`src/rtl/timer8_consts.svh`:
```
// Constants of the 8-bit timer/event counter: addresses, bit fields,
// reset values and prescaler shift amounts.
// Assumes inclusion by bare name from the design files.
`ifndef TIMER8_CONSTS_SVH
`define TIMER8_CONSTS_SVH

// Register addresses on the special-function register port.
`define ADDR_CLOCK_SELECT 16'hFF6A
`define ADDR_MODE_CONTROL 16'hFF6B
`define ADDR_COUNT_VALUE 16'hFF6C
`define ADDR_COMPARE_VALUE 16'hFF6D

// Field positions of the mode-control register.
`define MODE_EN_BIT 3'h7
`define MODE_PWM_BIT 3'h6
`define MODE_PRESET_SET_BIT 3'h3
`define MODE_PRESET_CLR_BIT 3'h2
`define MODE_INV_BIT 3'h1
`define MODE_OE_BIT 3'h0

// Width of the clock selector field.
`define SEL_WIDTH 3

// Reset values.
`define CLOCK_SELECT_RST 3'h0
`define COUNT_RST 8'h00
`define COMPARE_RST 8'h00
`define RDATA_RST 8'h00

// Clock selector codes.
`define SEL_EVENT_FALL 3'h0
`define SEL_EVENT_RISE 3'h1
`define SEL_DIV1 3'h2
`define SEL_DIV2 3'h3
`define SEL_DIV4 3'h4
`define SEL_DIV64 3'h5
`define SEL_DIV256 3'h6
`define SEL_DIV8192 3'h7

// Prescaler shift amounts (divide ratio is two to this power).
`define SHIFT_DIV1 4'h0
`define SHIFT_DIV2 4'h1
`define SHIFT_DIV4 4'h2
`define SHIFT_DIV64 4'h6
`define SHIFT_DIV256 4'h8
`define SHIFT_DIV8192 4'hD

// Least prescaler width that serves the largest ratio.
`define PRESCALE_WIDTH 13

`endif

```
`src/rtl/timer8_pkg.sv`:
```
// Types of the 8-bit timer/event counter.
// Assumes timer8_consts.svh is on the include path.
`include "timer8_consts.svh"

package timer8_pkg;

    // One access on the special-function register port.
    typedef struct packed {
        logic wr;
        logic bit_wr;
        logic rd;
        logic [15:0] addr;
        logic [7:0] wdata;
        logic [2:0] bit_idx;
        logic bit_val;
    } sfr_req_t;

    // Whole state of the timer.
    typedef struct packed {
        logic [7:0] count;
        logic [7:0] compare;
        logic [`SEL_WIDTH-1:0] sel;
        logic en;
        logic pwm;
        logic inv;
        logic oe;
        logic ff;
        logic pin;
        logic irq;
        logic [7:0] rdata;
    } timer_state_t;

    // Whole state of the count-clock prescaler.
    typedef struct packed {
        logic [`PRESCALE_WIDTH-1:0] pre;
        logic event_prev;
    } prescale_state_t;

    typedef enum logic [1:0] {
        PRESET_NONE = 2'h0,
        PRESET_CLEAR = 2'h1,
        PRESET_SET = 2'h2,
        PRESET_BAD = 2'h3
    } preset_t;

endpackage : timer8_pkg

```
`src/rtl/count_clock_gen.sv`:
```
// Count-clock generator: prescaler and event-pin edge detector that give
// a one-cycle count tick for the selected source.
// Assumes the event pin is already synchronous to mclk.
`timescale 1ns/1ps
`default_nettype none
`include "timer8_consts.svh"

module count_clock_gen #(
    parameter int PRE_WIDTH = `PRESCALE_WIDTH
) (
    input wire logic mclk,
    input wire logic nrst,
    input wire logic [`SEL_WIDTH-1:0] sel,
    input wire logic run,
    input wire logic event_input_pin,
    output logic tick
);
    import timer8_pkg::*;

    generate
        if (PRE_WIDTH < `PRESCALE_WIDTH) begin : g_width_check
            $error("Prescaler too narrow for the largest ratio.");
        end
    endgenerate

    prescale_state_t st_r;
    prescale_state_t st_nxt;
    logic [3:0] shift;
    logic [PRE_WIDTH-1:0] ones;

    always_comb begin
        case (sel)
            `SEL_DIV1: shift = `SHIFT_DIV1;
            `SEL_DIV2: shift = `SHIFT_DIV2;
            `SEL_DIV4: shift = `SHIFT_DIV4;
            `SEL_DIV64: shift = `SHIFT_DIV64;
            `SEL_DIV256: shift = `SHIFT_DIV256;
            default: shift = `SHIFT_DIV8192;
        endcase
    end

    assign ones = {PRE_WIDTH{1'b1}};

    always_comb begin
        st_nxt = st_r;
        st_nxt.event_prev = event_input_pin;
        // The prescaler restarts while stopped so the first period is whole.
        st_nxt.pre = run ? st_r.pre + 1'b1 : '0;
        case (sel)
            `SEL_EVENT_FALL: tick = st_r.event_prev && !event_input_pin;
            `SEL_EVENT_RISE: tick = !st_r.event_prev && event_input_pin;
            default: tick = &(st_r.pre | (ones << shift));
        endcase
    end

    always_ff @(posedge mclk or negedge nrst) begin
        if (!nrst) begin
            st_r <= '0;
        end else begin
            st_r <= st_nxt;
        end
    end

endmodule : count_clock_gen
`default_nettype wire

```
`src/rtl/timer8_event_counter.sv`:
```
// 8-bit timer/event counter with compare, clear-and-start and PWM modes,
// reached through the special-function register port.
// Assumes one access per cycle and synchronous pin inputs.
`timescale 1ns/1ps
`default_nettype none
`include "timer8_consts.svh"

module timer8_event_counter (
    input wire logic mclk,
    input wire logic nrst,
    input wire timer8_pkg::sfr_req_t sfr_req,
    input wire logic event_input_pin,
    output logic [7:0] sfr_rdata,
    output logic match_irq,
    output logic timer_output_pin
);
    import timer8_pkg::*;

    timer_state_t st_r;
    timer_state_t st_nxt;
    logic tick;
    logic match;
    logic hit_clksel;
    logic hit_mode;
    logic hit_count;
    logic hit_compare;
    logic [7:0] clksel_byte;
    logic [7:0] mode_byte;
    logic [7:0] mode_new;
    logic [7:0] clksel_new;
    logic mode_written;
    preset_t preset;

    count_clock_gen #(
        .PRE_WIDTH(`PRESCALE_WIDTH)
    ) u_clk (
        .mclk(mclk),
        .nrst(nrst),
        .sel(st_r.sel),
        .run(st_r.en),
        .event_input_pin(event_input_pin),
        .tick(tick)
    );

    assign match = (st_r.count == st_r.compare);
    assign hit_clksel = (sfr_req.addr == `ADDR_CLOCK_SELECT);
    assign hit_mode = (sfr_req.addr == `ADDR_MODE_CONTROL);
    assign hit_count = (sfr_req.addr == `ADDR_COUNT_VALUE);
    assign hit_compare = (sfr_req.addr == `ADDR_COMPARE_VALUE);

    // Readable images; preset bits are write-only and read as zero.
    assign clksel_byte = {5'h00, st_r.sel};
    assign mode_byte = {st_r.en, st_r.pwm, 4'h0, st_r.inv, st_r.oe};

    // Result of a byte or single-bit write on top of the readable image.
    function automatic logic [7:0] apply_write(input logic [7:0] old,
                                               input sfr_req_t req);
        logic [7:0] v;
        v = old;
        if (req.wr) begin
            v = req.wdata;
        end else if (req.bit_wr) begin
            v[req.bit_idx] = req.bit_val;
        end
        return v;
    endfunction : apply_write

    assign clksel_new = apply_write(clksel_byte, sfr_req);
    assign mode_new = apply_write(mode_byte, sfr_req);
    assign mode_written = hit_mode && (sfr_req.wr || sfr_req.bit_wr);
    assign preset = mode_written ?
        preset_t'({mode_new[`MODE_PRESET_SET_BIT],
                   mode_new[`MODE_PRESET_CLR_BIT]}) : PRESET_NONE;

    always_comb begin
        st_nxt = st_r;
        st_nxt.irq = 1'b0;

        // Register writes.
        if (hit_clksel && (sfr_req.wr || sfr_req.bit_wr)) begin
            st_nxt.sel = clksel_new[`SEL_WIDTH-1:0];
        end
        if (mode_written) begin
            st_nxt.en = mode_new[`MODE_EN_BIT];
            st_nxt.pwm = mode_new[`MODE_PWM_BIT];
            st_nxt.inv = mode_new[`MODE_INV_BIT];
            st_nxt.oe = mode_new[`MODE_OE_BIT];
        end
        if (hit_compare && sfr_req.wr) begin
            st_nxt.compare = sfr_req.wdata;
        end

        // Counting and compare.
        if (st_r.en && tick) begin
            if (!st_r.pwm && match) begin
                st_nxt.count = 8'h00;
                st_nxt.irq = 1'b1;
                if (st_r.inv) begin
                    st_nxt.ff = !st_r.ff;
                end
            end else begin
                st_nxt.count = st_r.count + 8'h01;
                if (st_r.pwm) begin
                    if (match) begin
                        st_nxt.ff = st_r.inv;
                    end else if (st_r.count == 8'hFF) begin
                        st_nxt.ff = !st_r.inv;
                    end
                end
            end
        end
        if (!st_nxt.en) begin
            st_nxt.count = `COUNT_RST;
        end

        // Preset wins over timer activity; code 11 leaves the flip-flop.
        case (preset)
            PRESET_CLEAR: st_nxt.ff = 1'b0;
            PRESET_SET: st_nxt.ff = 1'b1;
            default: st_nxt.ff = st_nxt.ff;
        endcase

        st_nxt.pin = st_nxt.oe ? st_nxt.ff : 1'b0;

        // Read data, registered one cycle after the strobe.
        if (sfr_req.rd) begin
            if (hit_clksel) begin
                st_nxt.rdata = clksel_byte;
            end else if (hit_mode) begin
                st_nxt.rdata = mode_byte;
            end else if (hit_count) begin
                st_nxt.rdata = st_r.count;
            end else if (hit_compare) begin
                st_nxt.rdata = st_r.compare;
            end else begin
                st_nxt.rdata = `RDATA_RST;
            end
        end
    end

    always_ff @(posedge mclk or negedge nrst) begin
        if (!nrst) begin
            st_r <= '0;
        end else begin
            st_r <= st_nxt;
        end
    end

    assign sfr_rdata = st_r.rdata;
    assign match_irq = st_r.irq;
    assign timer_output_pin = st_r.pin;
endmodule : timer8_event_counter
`default_nettype wire

```
`config.mk`:
```
export PLATFORM = sky130hd
export DESIGN_NAME = timer8_event_counter
export DESIGN_NICKNAME = d
export VERILOG_FILES = /design/src/rtl/timer8_pkg.sv /design/src/rtl/count_clock_gen.sv /design/src/rtl/timer8_event_counter.sv
export VERILOG_INCLUDE_DIRS = /design/src /design/src/rtl
export SDC_FILE = /design/constraint.sdc
export NUM_CORES = 1
export LEC_CHECK = 0
export CORE_MARGIN = 4
export CORE_UTILIZATION = 63
export DETAILED_ROUTE_END_ITERATION = 12
export DONT_BUFFER_PORTS = 1
export PLACE_DENSITY = 0.85
export SYNTH_ARGS = -nofsm -noshare
export SYNTH_HDL_FRONTEND = slang
export SYNTH_SLANG_ARGS = --single-unit
```
`constraint.sdc`:
```
create_clock -name mclk -period 2.8 [get_ports mclk]
set_clock_uncertainty 0.2 [all_clocks]
set_input_delay 0.56 -clock mclk [delete_from_list [all_inputs] [get_ports mclk]]
set_output_delay 0.56 -clock mclk [all_outputs]
set_load 0.1 [all_outputs]
```
==> results of run 1 <==
-- through the flow --
step	worst slack [ps]	hold WS (ps)	area (µm²)	utilization, %	cells
2_1_floorplan	177	64.4	2830	-	303
3_3_place_gp	254	65.7	2840	65.1	342
3_5_place_dp	184	65.5	2840	65.1	342
4_1_cts	416	83.8	2950	67.8	351
5_1_grt	310	70.3	2950	67.8	351
6_report	414	88.7	2950	67.8	351
-- synth_stat cells (5+ instances only) --
cell,number,area share (%)
a21oi_1,15,2.6
and3_1,5,1.1
buf_2,6,1.1
buf_4,8,2.1
dfrtp_1,48,42
inv_1,12,1.6
mux2_2,8,3.2
mux2i_1,5,1.8
nand2_1,23,3.0
nand2b_1,6,1.3
nand3_1,11,1.9
nand4_1,10,2.2
nor2_1,27,3.6
nor2b_1,11,2.4
nor3_1,5,0.88
o21ai_0,16,2.8
xnor2_1,10,3.1
xor2_1,7,2.2
-- logic make-up after synthesis --
family | Yosys count | share of synthesized area (%)
adder cells (fa/ha/maj) | 3 | 1.32
AO/OA/AOI/OAI | 65 | 15.5
multiplexers | 15 | 5.87
flip-flops | 48 | 42.4
XOR/XNOR | 17 | 5.25
AND/OR/NAND/NOR | 124 | 24.2
buffers and inverters | 31 | 5.43
-- worst paths after layout --
path | start | to | slack (ps)
max | clksel_byte[0]$_DFFE_PN0P_ | st_r[33]$_DFFE_PN0P_ | 410
min | event_input_pin | u_clk.st_r[0]$_DFF_PN0_ | 90
max reg2reg | clksel_byte[0]$_DFFE_PN0P_ | st_r[33]$_DFFE_PN0P_ | 410
min reg2reg | u_clk.st_r[1]$_DFF_PN0_ | u_clk.st_r[1]$_DFF_PN0_ | 320
max in group asynchronous | nrst | st_r[21]$_DFFE_PN0P_ | 1620
min in group asynchronous | nrst | u_clk.st_r[6]$_DFF_PN0_ | 570
-- cell type report --
cell class / count / share of cell area (%)
Clock inverter: 1 / 0.170
Clock buffer: 6 / 2.46
Sequential cell: 48 / 40.7
Inverter: 12 / 1.53
Timing Repair Buffer: 8 / 2.80
Multi-Input combinational cell: 224 / 50.1
Tap cell: 52 / 2.21
-- flip-flops by register name (all words and copies together), names as in the netlist --
register and cells:
clksel_byte 3, match_irq 1, mode_byte 4, sfr_rdata 8, st_r 17, timer_output_pin 1, u_clk.st_r 14
-- per-layer routing --
metal	GRT usage, %	vias up	part of all wire, %
met5	0	-	0
met4	11.1	0	3.1
met3	6.14	22	6.4
met2	40.1	73	48
met1	33.5	1131	43
li1	-	1082	-
-- where the power goes --
group	switching [W]	internal (W)	leakage (nW)
Clock	0.000217	0.000170	0.0410
Combinational	0.0000306	0.0000187	0.508
Sequential	0.000000345	0.000693	0.669
Total	0.000248	0.000882	1.22
-- repair_timing --
action,in CTS,in global routing
hold endpoints to repair,48,0
hold buffers,2,0
buffers inserted,0,0
==> results.py, run 1 <==
metrics = {
    "outcome": {
        "status": "complete, no violations",
    },
    "sta": {
        "slew_headroom_pct": 38.8,
        "setup_viol": 0,
        "finalHoldViolations": 0,
        "final.period_utilization_pct": 85.2,
        "finalMaxSlewViolations": 0,
        "totalNegativeSetupSlack_ps": 0,
        "timing.fmax_ghz": 0.419,
        "rsz0062_at_grt": "no",
        "period_minus_slack_ps": 2390,
        "worst_pin_slew_ps": 918,
    },
    "yosys": {
        "syn_inst": 303,
        "syn-num-nets": 340,
        "synthArstFlopShare_pct": 100,
        "syn_area_per_cell_um2": 9.35,
        "synth-edff-count": 0,
        "synth_area_mm2": 0.00283,
        "ys_ff_latch": 48,
        "synth_flop_cell": "dfrtp_1",
        "ys_types": 57,
        "synth_warnings": 0,
        "ys_seq_area_share_pct": 42.4,
    },
    "drt": {
        "vias": 2308,
        "first_pass_iters": 4,
        "via_per_inst": 6.58,
        "drt-initial-drc-count": 102,
        "routed_wl_mm": 6.34,
        "route.detailed.drc": 0,
        "ant_nets": 0,
        "wire_per_inst_um": 18.1,
    },
    "power": {
        "p_total_w": 0.00113,
        "vdd_drop_max_v": 0.000296,
        "p_leak_nw": 1.22,
        "powerDensity_mw_per_mm2": 383,
    },
    "cts": {
        "clk_latency_ps": 300,
        "cts_num_sinks": 48,
        "root_buffer": "clkbuf_8",
        "clkTransAtPathRegs_ps": 80,
        "htree_levels": 2,
        "postCtsResizedCells": 0,
        "ctsLongestPathBuffers": 2,
        "cts_made_buffers": 5,
        "tritoncts": "done",
    },
    "final_layout": {
        "multiInputGateArea_mm2": 0.00148,
        "seq_area_mm2": 0.00120,
        "layout-drive-gt1-share_pct": 10.0,
        "final_cell_mix": "48 x dfrtp_1, 27 x nor2_1, 23 x nand2_1",
        "final_common_cell": "dfrtp_1",
        "synthToLayoutAreaGrowth_pct": 4.11,
        "n_fill_cell": 354,
        "fin_nets": 336,
        "diodes": 0,
    },
    "critical_path": {
        "slowest_stage": "or4_1",
        "slowest_delay_ps": 570,
        "path_cells": "o21bai_1 > a311o_1 > and2_1 > or4_1 > a21oi_1",
        "cp.required_ps": 2820,
        "crit_type": "reg -> reg",
        "crit_path_start_kind": "flip-flop",
        "critical-path-top-delay-family": "simple AND/OR/NAND/NOR gates",
        "crit_cells": 5,
        "crit_buf_inv": 0,
        "worst_setup_path_end_kind": "flip-flop",
        "reg2reg_depth": 5,
        "cp_max_fo": 17,
        "arrival_ps": 2400,
    },
    "grt": {
        "grt_pass1_wl_mm": 10.8,
        "grt_antenna_before_repair": 0,
        "overflow": 0,
        "track_usage_pct": 25.5,
        "grt_max_degree": 49,
        "grt_pass1_vias": 2231,
    },
    "hold_path": {
        "hold_class": "in -> reg",
        "hold-path-cell-count": 0,
    },
    "place": {
        "dpl.hpwl_mm": 4.76,
        "port_buffers": 0,
        "place_congestion": 0.867,
    },
    "floorplan": {
        "start_util_pct": 65.1,
        "rows": 24,
        "die_y_um": 75.1,
        "die_w_um": 75.1,
        "core_mm2": 0.00435,
        "ios": 44,
        "die_area_mm2": 0.00564,
    },
    "run": {
        "max_cap_violations": 0,
    },
}
Note: power is estimated with default switching activity, not from simulation.
==> inputs of run 2 (changes only) <==
- SYNTH_HIERARCHICAL: default -> 1
==> run 2 against run 1 <==
Sequential power barely moved. Die area rose by 1.3%. Largest cell class unchanged. Critical path depth rose by 4. Wire length fell by 2.4%. Non-clock buffer count rose by 2.
==> results.py, run 2 <==
metrics = {
    "floorplan": {
        "die_area_mm2": 0.00571,
        "ios": 44,
        "start_util_pct": 65.6,
        "rows": 24,
        "core_mm2": 0.00438,
        "die_w_um": 75.6,
        "die_y_um": 75.6,
    },
    "drt": {
        "via_per_inst": 6.63,
        "wire_per_inst_um": 18.3,
        "vias": 2241,
        "route.detailed.drc": 0,
        "drt-initial-drc-count": 124,
        "ant_nets": 0,
        "first_pass_iters": 4,
        "routed_wl_mm": 6.19,
    },
    "grt": {
        "grt_pass1_wl_mm": 10.4,
        "grt_pass1_vias": 2221,
        "grt_max_degree": 49,
        "grt_antenna_before_repair": 0,
        "overflow": 0,
        "track_usage_pct": 24.3,
    },
    "cts": {
        "tritoncts": "done",
        "ctsLongestPathBuffers": 2,
        "cts_num_sinks": 48,
        "htree_levels": 2,
        "root_buffer": "clkbuf_8",
        "cts_setup_buffers": 0,
        "clk_latency_ps": 300,
        "cts_made_buffers": 5,
        "clkTransAtPathRegs_ps": 90,
    },
    "final_layout": {
        "synthToLayoutAreaGrowth_pct": 4.57,
        "stdcell_area_mm2": 0.00301,
        "fin_nets": 322,
        "regMostFlops": "st_r",
        "final_common_cell": "dfrtp_1",
        "largest_reg_flops": 17,
        "finalNonFillerCells": 338,
        "layout-drive-gt1-share_pct": 13.6,
        "final_cell_mix": "48 x dfrtp_1, 21 x nand2_1, 14 x and2_1",
        "diodes": 0,
    },
    "yosys": {
        "ys_seq_area_share_pct": 41.8,
        "synthTopCellsByCount": "48 x dfrtp_1, 21 x nand2_1, 14 x and2_1",
        "synth_warnings": 6,
        "syn_inst": 287,
        "yosysMostFrequentCell": "dfrtp_1",
        "ys_top_cells_by_area": "dfrtp_1 42%, mux2_2 4.7%, xnor2_1 3.7%",
        "synth-edff-count": 0,
        "syn-num-nets": 324,
        "synth_area_mm2": 0.00288,
        "ys_ff_latch": 48,
        "synthArstFlopShare_pct": 100,
        "ys_types": 56,
        "synth_flop_cell": "dfrtp_1",
        "synth_area_leader_cell": "dfrtp_1",
        "syn_area_per_cell_um2": 10.0,
        "synth_top_area_share_pct": 41.8,
    },
    "place": {
        "dpl.hpwl_mm": 4.52,
        "dpl-instance-area_mm2": 0.00288,
        "place_congestion": 0.905,
        "post-place-cells": 328,
        "port_buffers": 0,
    },
    "sta": {
        "period_minus_slack_ps": 2590,
        "worst_pin_slew_ps": 915,
        "final.period_utilization_pct": 92.4,
        "finalHoldViolations": 0,
        "totalNegativeSetupSlack_ps": 0,
        "rsz0062_at_grt": "no",
        "finalMaxSlewViolations": 0,
        "timing.fmax_ghz": 0.387,
        "setup_viol": 0,
        "slew_headroom_pct": 39.0,
    },
    "critical_path": {
        "slowest_delay_ps": 460,
        "critical-path-top-delay-family": "simple AND/OR/NAND/NOR gates",
        "cp_max_fo": 4,
        "path_cells": "or3b_1 > a31oi_1 > o221a_2 > o21a_1 > and2_2 > nand2_1 > or3_2 > o311ai_0 > a21oi_1",
        "arrival_ps": 2560,
        "crit_buf_inv": 0,
        "crit_type": "reg -> reg",
        "worst_setup_path_end_kind": "flip-flop",
        "cp.required_ps": 2780,
        "crit_path_start_kind": "flip-flop",
        "slowest_stage": "or3_2",
    },
    "power": {
        "powerDensity_mw_per_mm2": 387,
        "vdd_drop_max_v": 0.000232,
        "p_leak_nw": 1.32,
    },
    "outcome": {
        "status": "complete, no violations",
    },
    "hold_path": {
        "hold_class": "in -> reg",
    },
    "run": {
        "max_cap_violations": 0,
    },
}
run 2: changes by cell type in the layout (fill, tap and decap cells not counted), moves of 5 or more:
cell / delta
a21oi_1: -7
nor2_1: -16
o2bb2ai_1: +6
xor2_1: +5
and2_1: +10
run 2: stage by stage:
step | worst slack (ps) | utilization, % | hold slack, ps | power (W)
global placement | 157 | 65.7 | 65.5 | 0.000745
CTS | 250 | 68.6 | 66.1 | 0.00118
detailed placement | 106 | 65.7 | 65.6 | 0.000746
global route | 94.9 | 68.6 | 48.6 | 0.00123
finish | 213 | 68.6 | 71.7 | 0.00116
floorplan | 3.96 | - | 64.4 | 0.000746
run 2: final timing paths:
path,slack [ps],depth (start not counted),start,to
hold reg to reg,320,1,u_clk/st_r[1]$_DFF_PN0_,u_clk/st_r[1]$_DFF_PN0_
setup reg to reg,210,9,clksel_byte[0]$_DFFE_PN0P_,st_r[31]$_DFFE_PN0P_
hold / removal,70,0,event_input_pin,u_clk/st_r[0]$_DFF_PN0_
setup / recovery,210,9,clksel_byte[0]$_DFFE_PN0P_,st_r[31]$_DFFE_PN0P_
min in group asynchronous,560,2,nrst,sfr_rdata[1]$_DFFE_PN0P_
max in group asynchronous,1620,2,nrst,st_r[29]$_DFFE_PN0P_
run 2: cell families (layout without fill, tap and decap cells):
family	Yosys count	after routing	synth area share, %
AND/OR/NAND/NOR	110	110	23.2
buffers and inverters	28	27	5.35
adder cells (fa/ha/maj)	3	3	1.31
AO/OA/AOI/OAI	58	58	15.0
flip-flops	48	48	41.8
XOR/XNOR	24	24	7.31
multiplexers	16	16	6.09
run 2: metal layers:
metal	track usage (%)	part of all wire (%)
met5	0	0
met4	10.5	2.1
met3	6.07	8.6
met2	37.8	47
met1	32.2	42
run 2: layout make-up:
| cell class | count | area (µm²) |
|---|---|---|
| Clock inverter | 2 | 16.3 |
| Inverter | 9 | 33.8 |
| Multi-Input combinational cell | 211 | 1520 |
| Tap cell | 52 | 65.1 |
| Fill cell | 332 | 1380 |
| Clock buffer | 6 | 72.6 |
| Timing Repair Buffer | 10 | 97.6 |
| Sequential cell | 48 | 1200 |
run 2: repair_timing:
item / in CTS / in global routing
hold buffers: 2 / 0
hold endpoints to repair: 48 / 0
endpoints found under the setup margin: 0 / 0
resized for setup: 0 / 0
run 2: worst reg2reg max path: cells and delay by family, from the launching register on:
family,cells,cell delay (ps)
flip-flops,1,390
AO/OA/AOI/OAI,5,780
AND/OR/NAND/NOR,4,1110
run 2: report_power, final:
part           switching [W]  internal [W]  leakage (nW)  total [W]
logic              0.0000332     0.0000248         0.617  0.0000580
registers        0.000000471      0.000693         0.663   0.000694
clock network       0.000234      0.000178        0.0414   0.000412
==> inputs of run 3 (changes only) <==
- ABC_AREA: default -> 1
- CORE_ASPECT_RATIO: default -> 1.1
- CORE_UTILIZATION: 63 -> 64
- PLACE_DENSITY: 0.85 -> 0.86
==> run 3 against run 2 <==
Die area increased by 6.9%. Clock power increased by 25%. Critical path depth up 3. Sequential share of layout area down 3.3 points. Synthesized area increased by 9.4%. Global-route usage up 0.62 points. Via count rose by 24%. Synthesized cell count up 50%. Fmax up 22%. Register-to-register slack better by 470 ps. Wire length rose by 12%.
==> results.py, run 3 <==
metrics = {
    "cts": {
        "clk_latency_ps": 310,
        "cts_setup_buffers": 0,
        "clkTransAtPathRegs_ps": 100,
        "root_buffer": "clkbuf_8",
        "htree_levels": 2,
        "cts_made_buffers": 5,
        "postCtsResizedCells": 0,
        "ctsLongestPathBuffers": 2,
        "cts_num_sinks": 48,
        "hold_buffers": 2,
        "tritoncts": "done",
    },
    "yosys": {
        "ys_seq_area_share_pct": 38.2,
        "syn_area_per_cell_um2": 7.30,
        "synth_area_leader_cell": "dfrtp_1",
        "syn_inst": 431,
        "synthTopCellsByCount": "115 x nand2_1, 56 x inv_1, 48 x dfrtp_1",
        "synth_top_area_share_pct": 38.2,
        "yosysMostFrequentCell": "nand2_1",
        "ys_ff_latch": 48,
        "syn-num-nets": 468,
        "synth_warnings": 6,
        "synth-edff-count": 0,
        "ys_top_cells_by_area": "dfrtp_1 38%, nand2_1 14%, inv_1 6.7%",
        "ys_types": 43,
        "synth_area_mm2": 0.00315,
        "synth_flop_cell": "dfrtp_1",
        "synthArstFlopShare_pct": 100,
    },
    "grt": {
        "grt_antenna_before_repair": 0,
        "grt_pass1_wl_mm": 11.6,
        "grt_pass1_vias": 2504,
        "overflow": 0,
        "grt_max_degree": 49,
        "track_usage_pct": 24.9,
    },
    "sta": {
        "period_minus_slack_ps": 2110,
        "setup_viol": 0,
        "slew_headroom_pct": 37.8,
        "worst_pin_slew_ps": 932,
        "final.period_utilization_pct": 75.4,
        "setup_slack_ps": 688,
        "finalMaxSlewViolations": 0,
        "timing.fmax_ghz": 0.473,
        "rsz0062_at_grt": "no",
        "finalHoldViolations": 0,
        "totalNegativeSetupSlack_ps": 0,
    },
    "drt": {
        "first_pass_iters": 6,
        "drt-initial-drc-count": 228,
        "via_per_inst": 5.74,
        "ant_nets": 0,
        "routed_wl_mm": 6.96,
        "vias": 2782,
        "route.detailed.drc": 0,
        "wire_per_inst_um": 14.4,
    },
    "hold_path": {
        "hold-path-cell-count": 0,
        "min_from": "event_input_pin",
        "hold_class": "in -> reg",
        "hold_end": "u_clk/st_r[0]$_DFF_PN0_",
    },
    "final_layout": {
        "fin_util_pct": 69.5,
        "layout-drive-gt1-share_pct": 10.5,
        "final_common_cell": "nand2_1",
        "finalNonFillerCells": 485,
        "final_cell_mix": "115 x nand2_1, 56 x inv_1, 48 x dfrtp_1",
        "fin_nets": 465,
        "synthToLayoutAreaGrowth_pct": 4.14,
        "largest_reg_flops": 17,
        "diodes": 0,
        "regMostFlops": "st_r",
        "n_fill_cell": 380,
    },
    "critical_path": {
        "cp.required_ps": 2850,
        "reg2reg_depth": 12,
        "crit_path_start_kind": "flip-flop",
        "arrival_ps": 2160,
        "r2r_end": "st_r[32]$_DFFE_PN0P_",
        "worst_setup_path_end_kind": "flip-flop",
        "slowest_stage": "dfrtp_1",
        "cp_max_fo": 8,
        "path_cells": "inv_1 > nand2_1 > nand3_1 > nand2_1 > nand2_1 > nand2_1 > nand3_1 > nand2_1 > nand2_1 > inv_1 > nand4_1 > nand2_1",
        "path_common_cell": "nand2_1",
        "crit_type": "reg -> reg",
        "rrSetupSlack_ps": 690,
        "slowest_delay_ps": 480,
        "r2r_start": "clksel_byte[2]$_DFFE_PN0P_",
    },
    "floorplan": {
        "ios": 44,
        "rows": 26,
        "die_area_mm2": 0.00610,
        "die_w_um": 74.9,
        "start_util_pct": 66.7,
        "die_y_um": 81.5,
        "core_mm2": 0.00472,
    },
    "place": {
        "place_congestion": 0.941,
        "dpl.hpwl_mm": 5.36,
        "port_buffers": 0,
        "post-place-cells": 475,
        "pre_cts_ws_ps": 410,
    },
    "outcome": {
        "status": "complete, no violations",
    },
    "power": {
        "p_leak_nw": 1.61,
        "vdd_drop_max_v": 0.000283,
        "powerDensity_mw_per_mm2": 386,
        "p_total_w": 0.00126,
    },
    "run": {
        "max_cap_violations": 0,
    },
}
==> run 3: critical path: cells and delay by family (launching register included) <==
| kind | cells | cell delay [ps] |
|---|---|---|
| DFF | 1 | 480 |
| and+or+nand+nor | 10 | 970 |
| buffers and inverters | 2 | 410 |
==> run 3: where the power goes <==
| group | internal [W] | switching, W |
|---|---|---|
| registers | 0.000693 | 0.000000645 |
| clock network | 0.000265 | 0.000248 |
| logic | 0.0000171 | 0.0000399 |
==> run 3: final cells by class <==
cell class | instances | area (µm²) | area share [%]
multi-input combinational | 306 | 1590 | 48.6
timing repair buffer | 7 | 75.1 | 2.29
tap | 56 | 70.1 | 2.14
inverter | 60 | 225 | 6.87
clock buffer | 5 | 68.8 | 2.10
sequential | 48 | 1200 | 36.7
clock inverter | 3 | 42.5 | 1.30
==> run 3: stage by stage <==
step	cell area, µm²	hold WS, ps
2_1_floorplan	3150	64.4
3_3_place_gp	3130	65.8
3_5_place_dp	3130	65.6
4_1_cts	3280	63.7
5_1_grt	3280	52.1
6_report	3280	65.5
==> run 3: kinds of logic (layout without fill, tap and decap cells) <==
kind of cell,count (synthesis),count (layout),synth area share [%]
compound gates,62,62,11.5
xor+xnor,6,6,1.67
fa+ha+maj,3,3,1.19
buf+inv,77,75,11.2
flops,48,48,38.2
mux,8,8,2.78
simple gates,227,227,33.5
==> run 3: metal layers <==
metal | track usage [%] | vias to the layer above | share of wire [%]
li1 | - | 1390 | -
met1 | 33.3 | 1280 | 44
met2 | 40.8 | 103 | 48
met3 | 4.90 | 9 | 6.8
met4 | 7.12 | 0 | 1.6
met5 | 0 | - | 0
==> run 3: worst max path at each step <==
stage / from / end
floorplan: sfr_req[30] / timer_output_pin$_DFF_PN0_
global placement: sfr_req[25] / timer_output_pin$_DFF_PN0_
detailed placement: sfr_req[25] / timer_output_pin$_DFF_PN0_
CTS: st_r[29]$_DFFE_PN0P_ / timer_output_pin$_DFF_PN0_
global route: clksel_byte[0]$_DFFE_PN0P_ / st_r[26]$_DFFE_PN0P_
finish: clksel_byte[2]$_DFFE_PN0P_ / st_r[32]$_DFFE_PN0P_
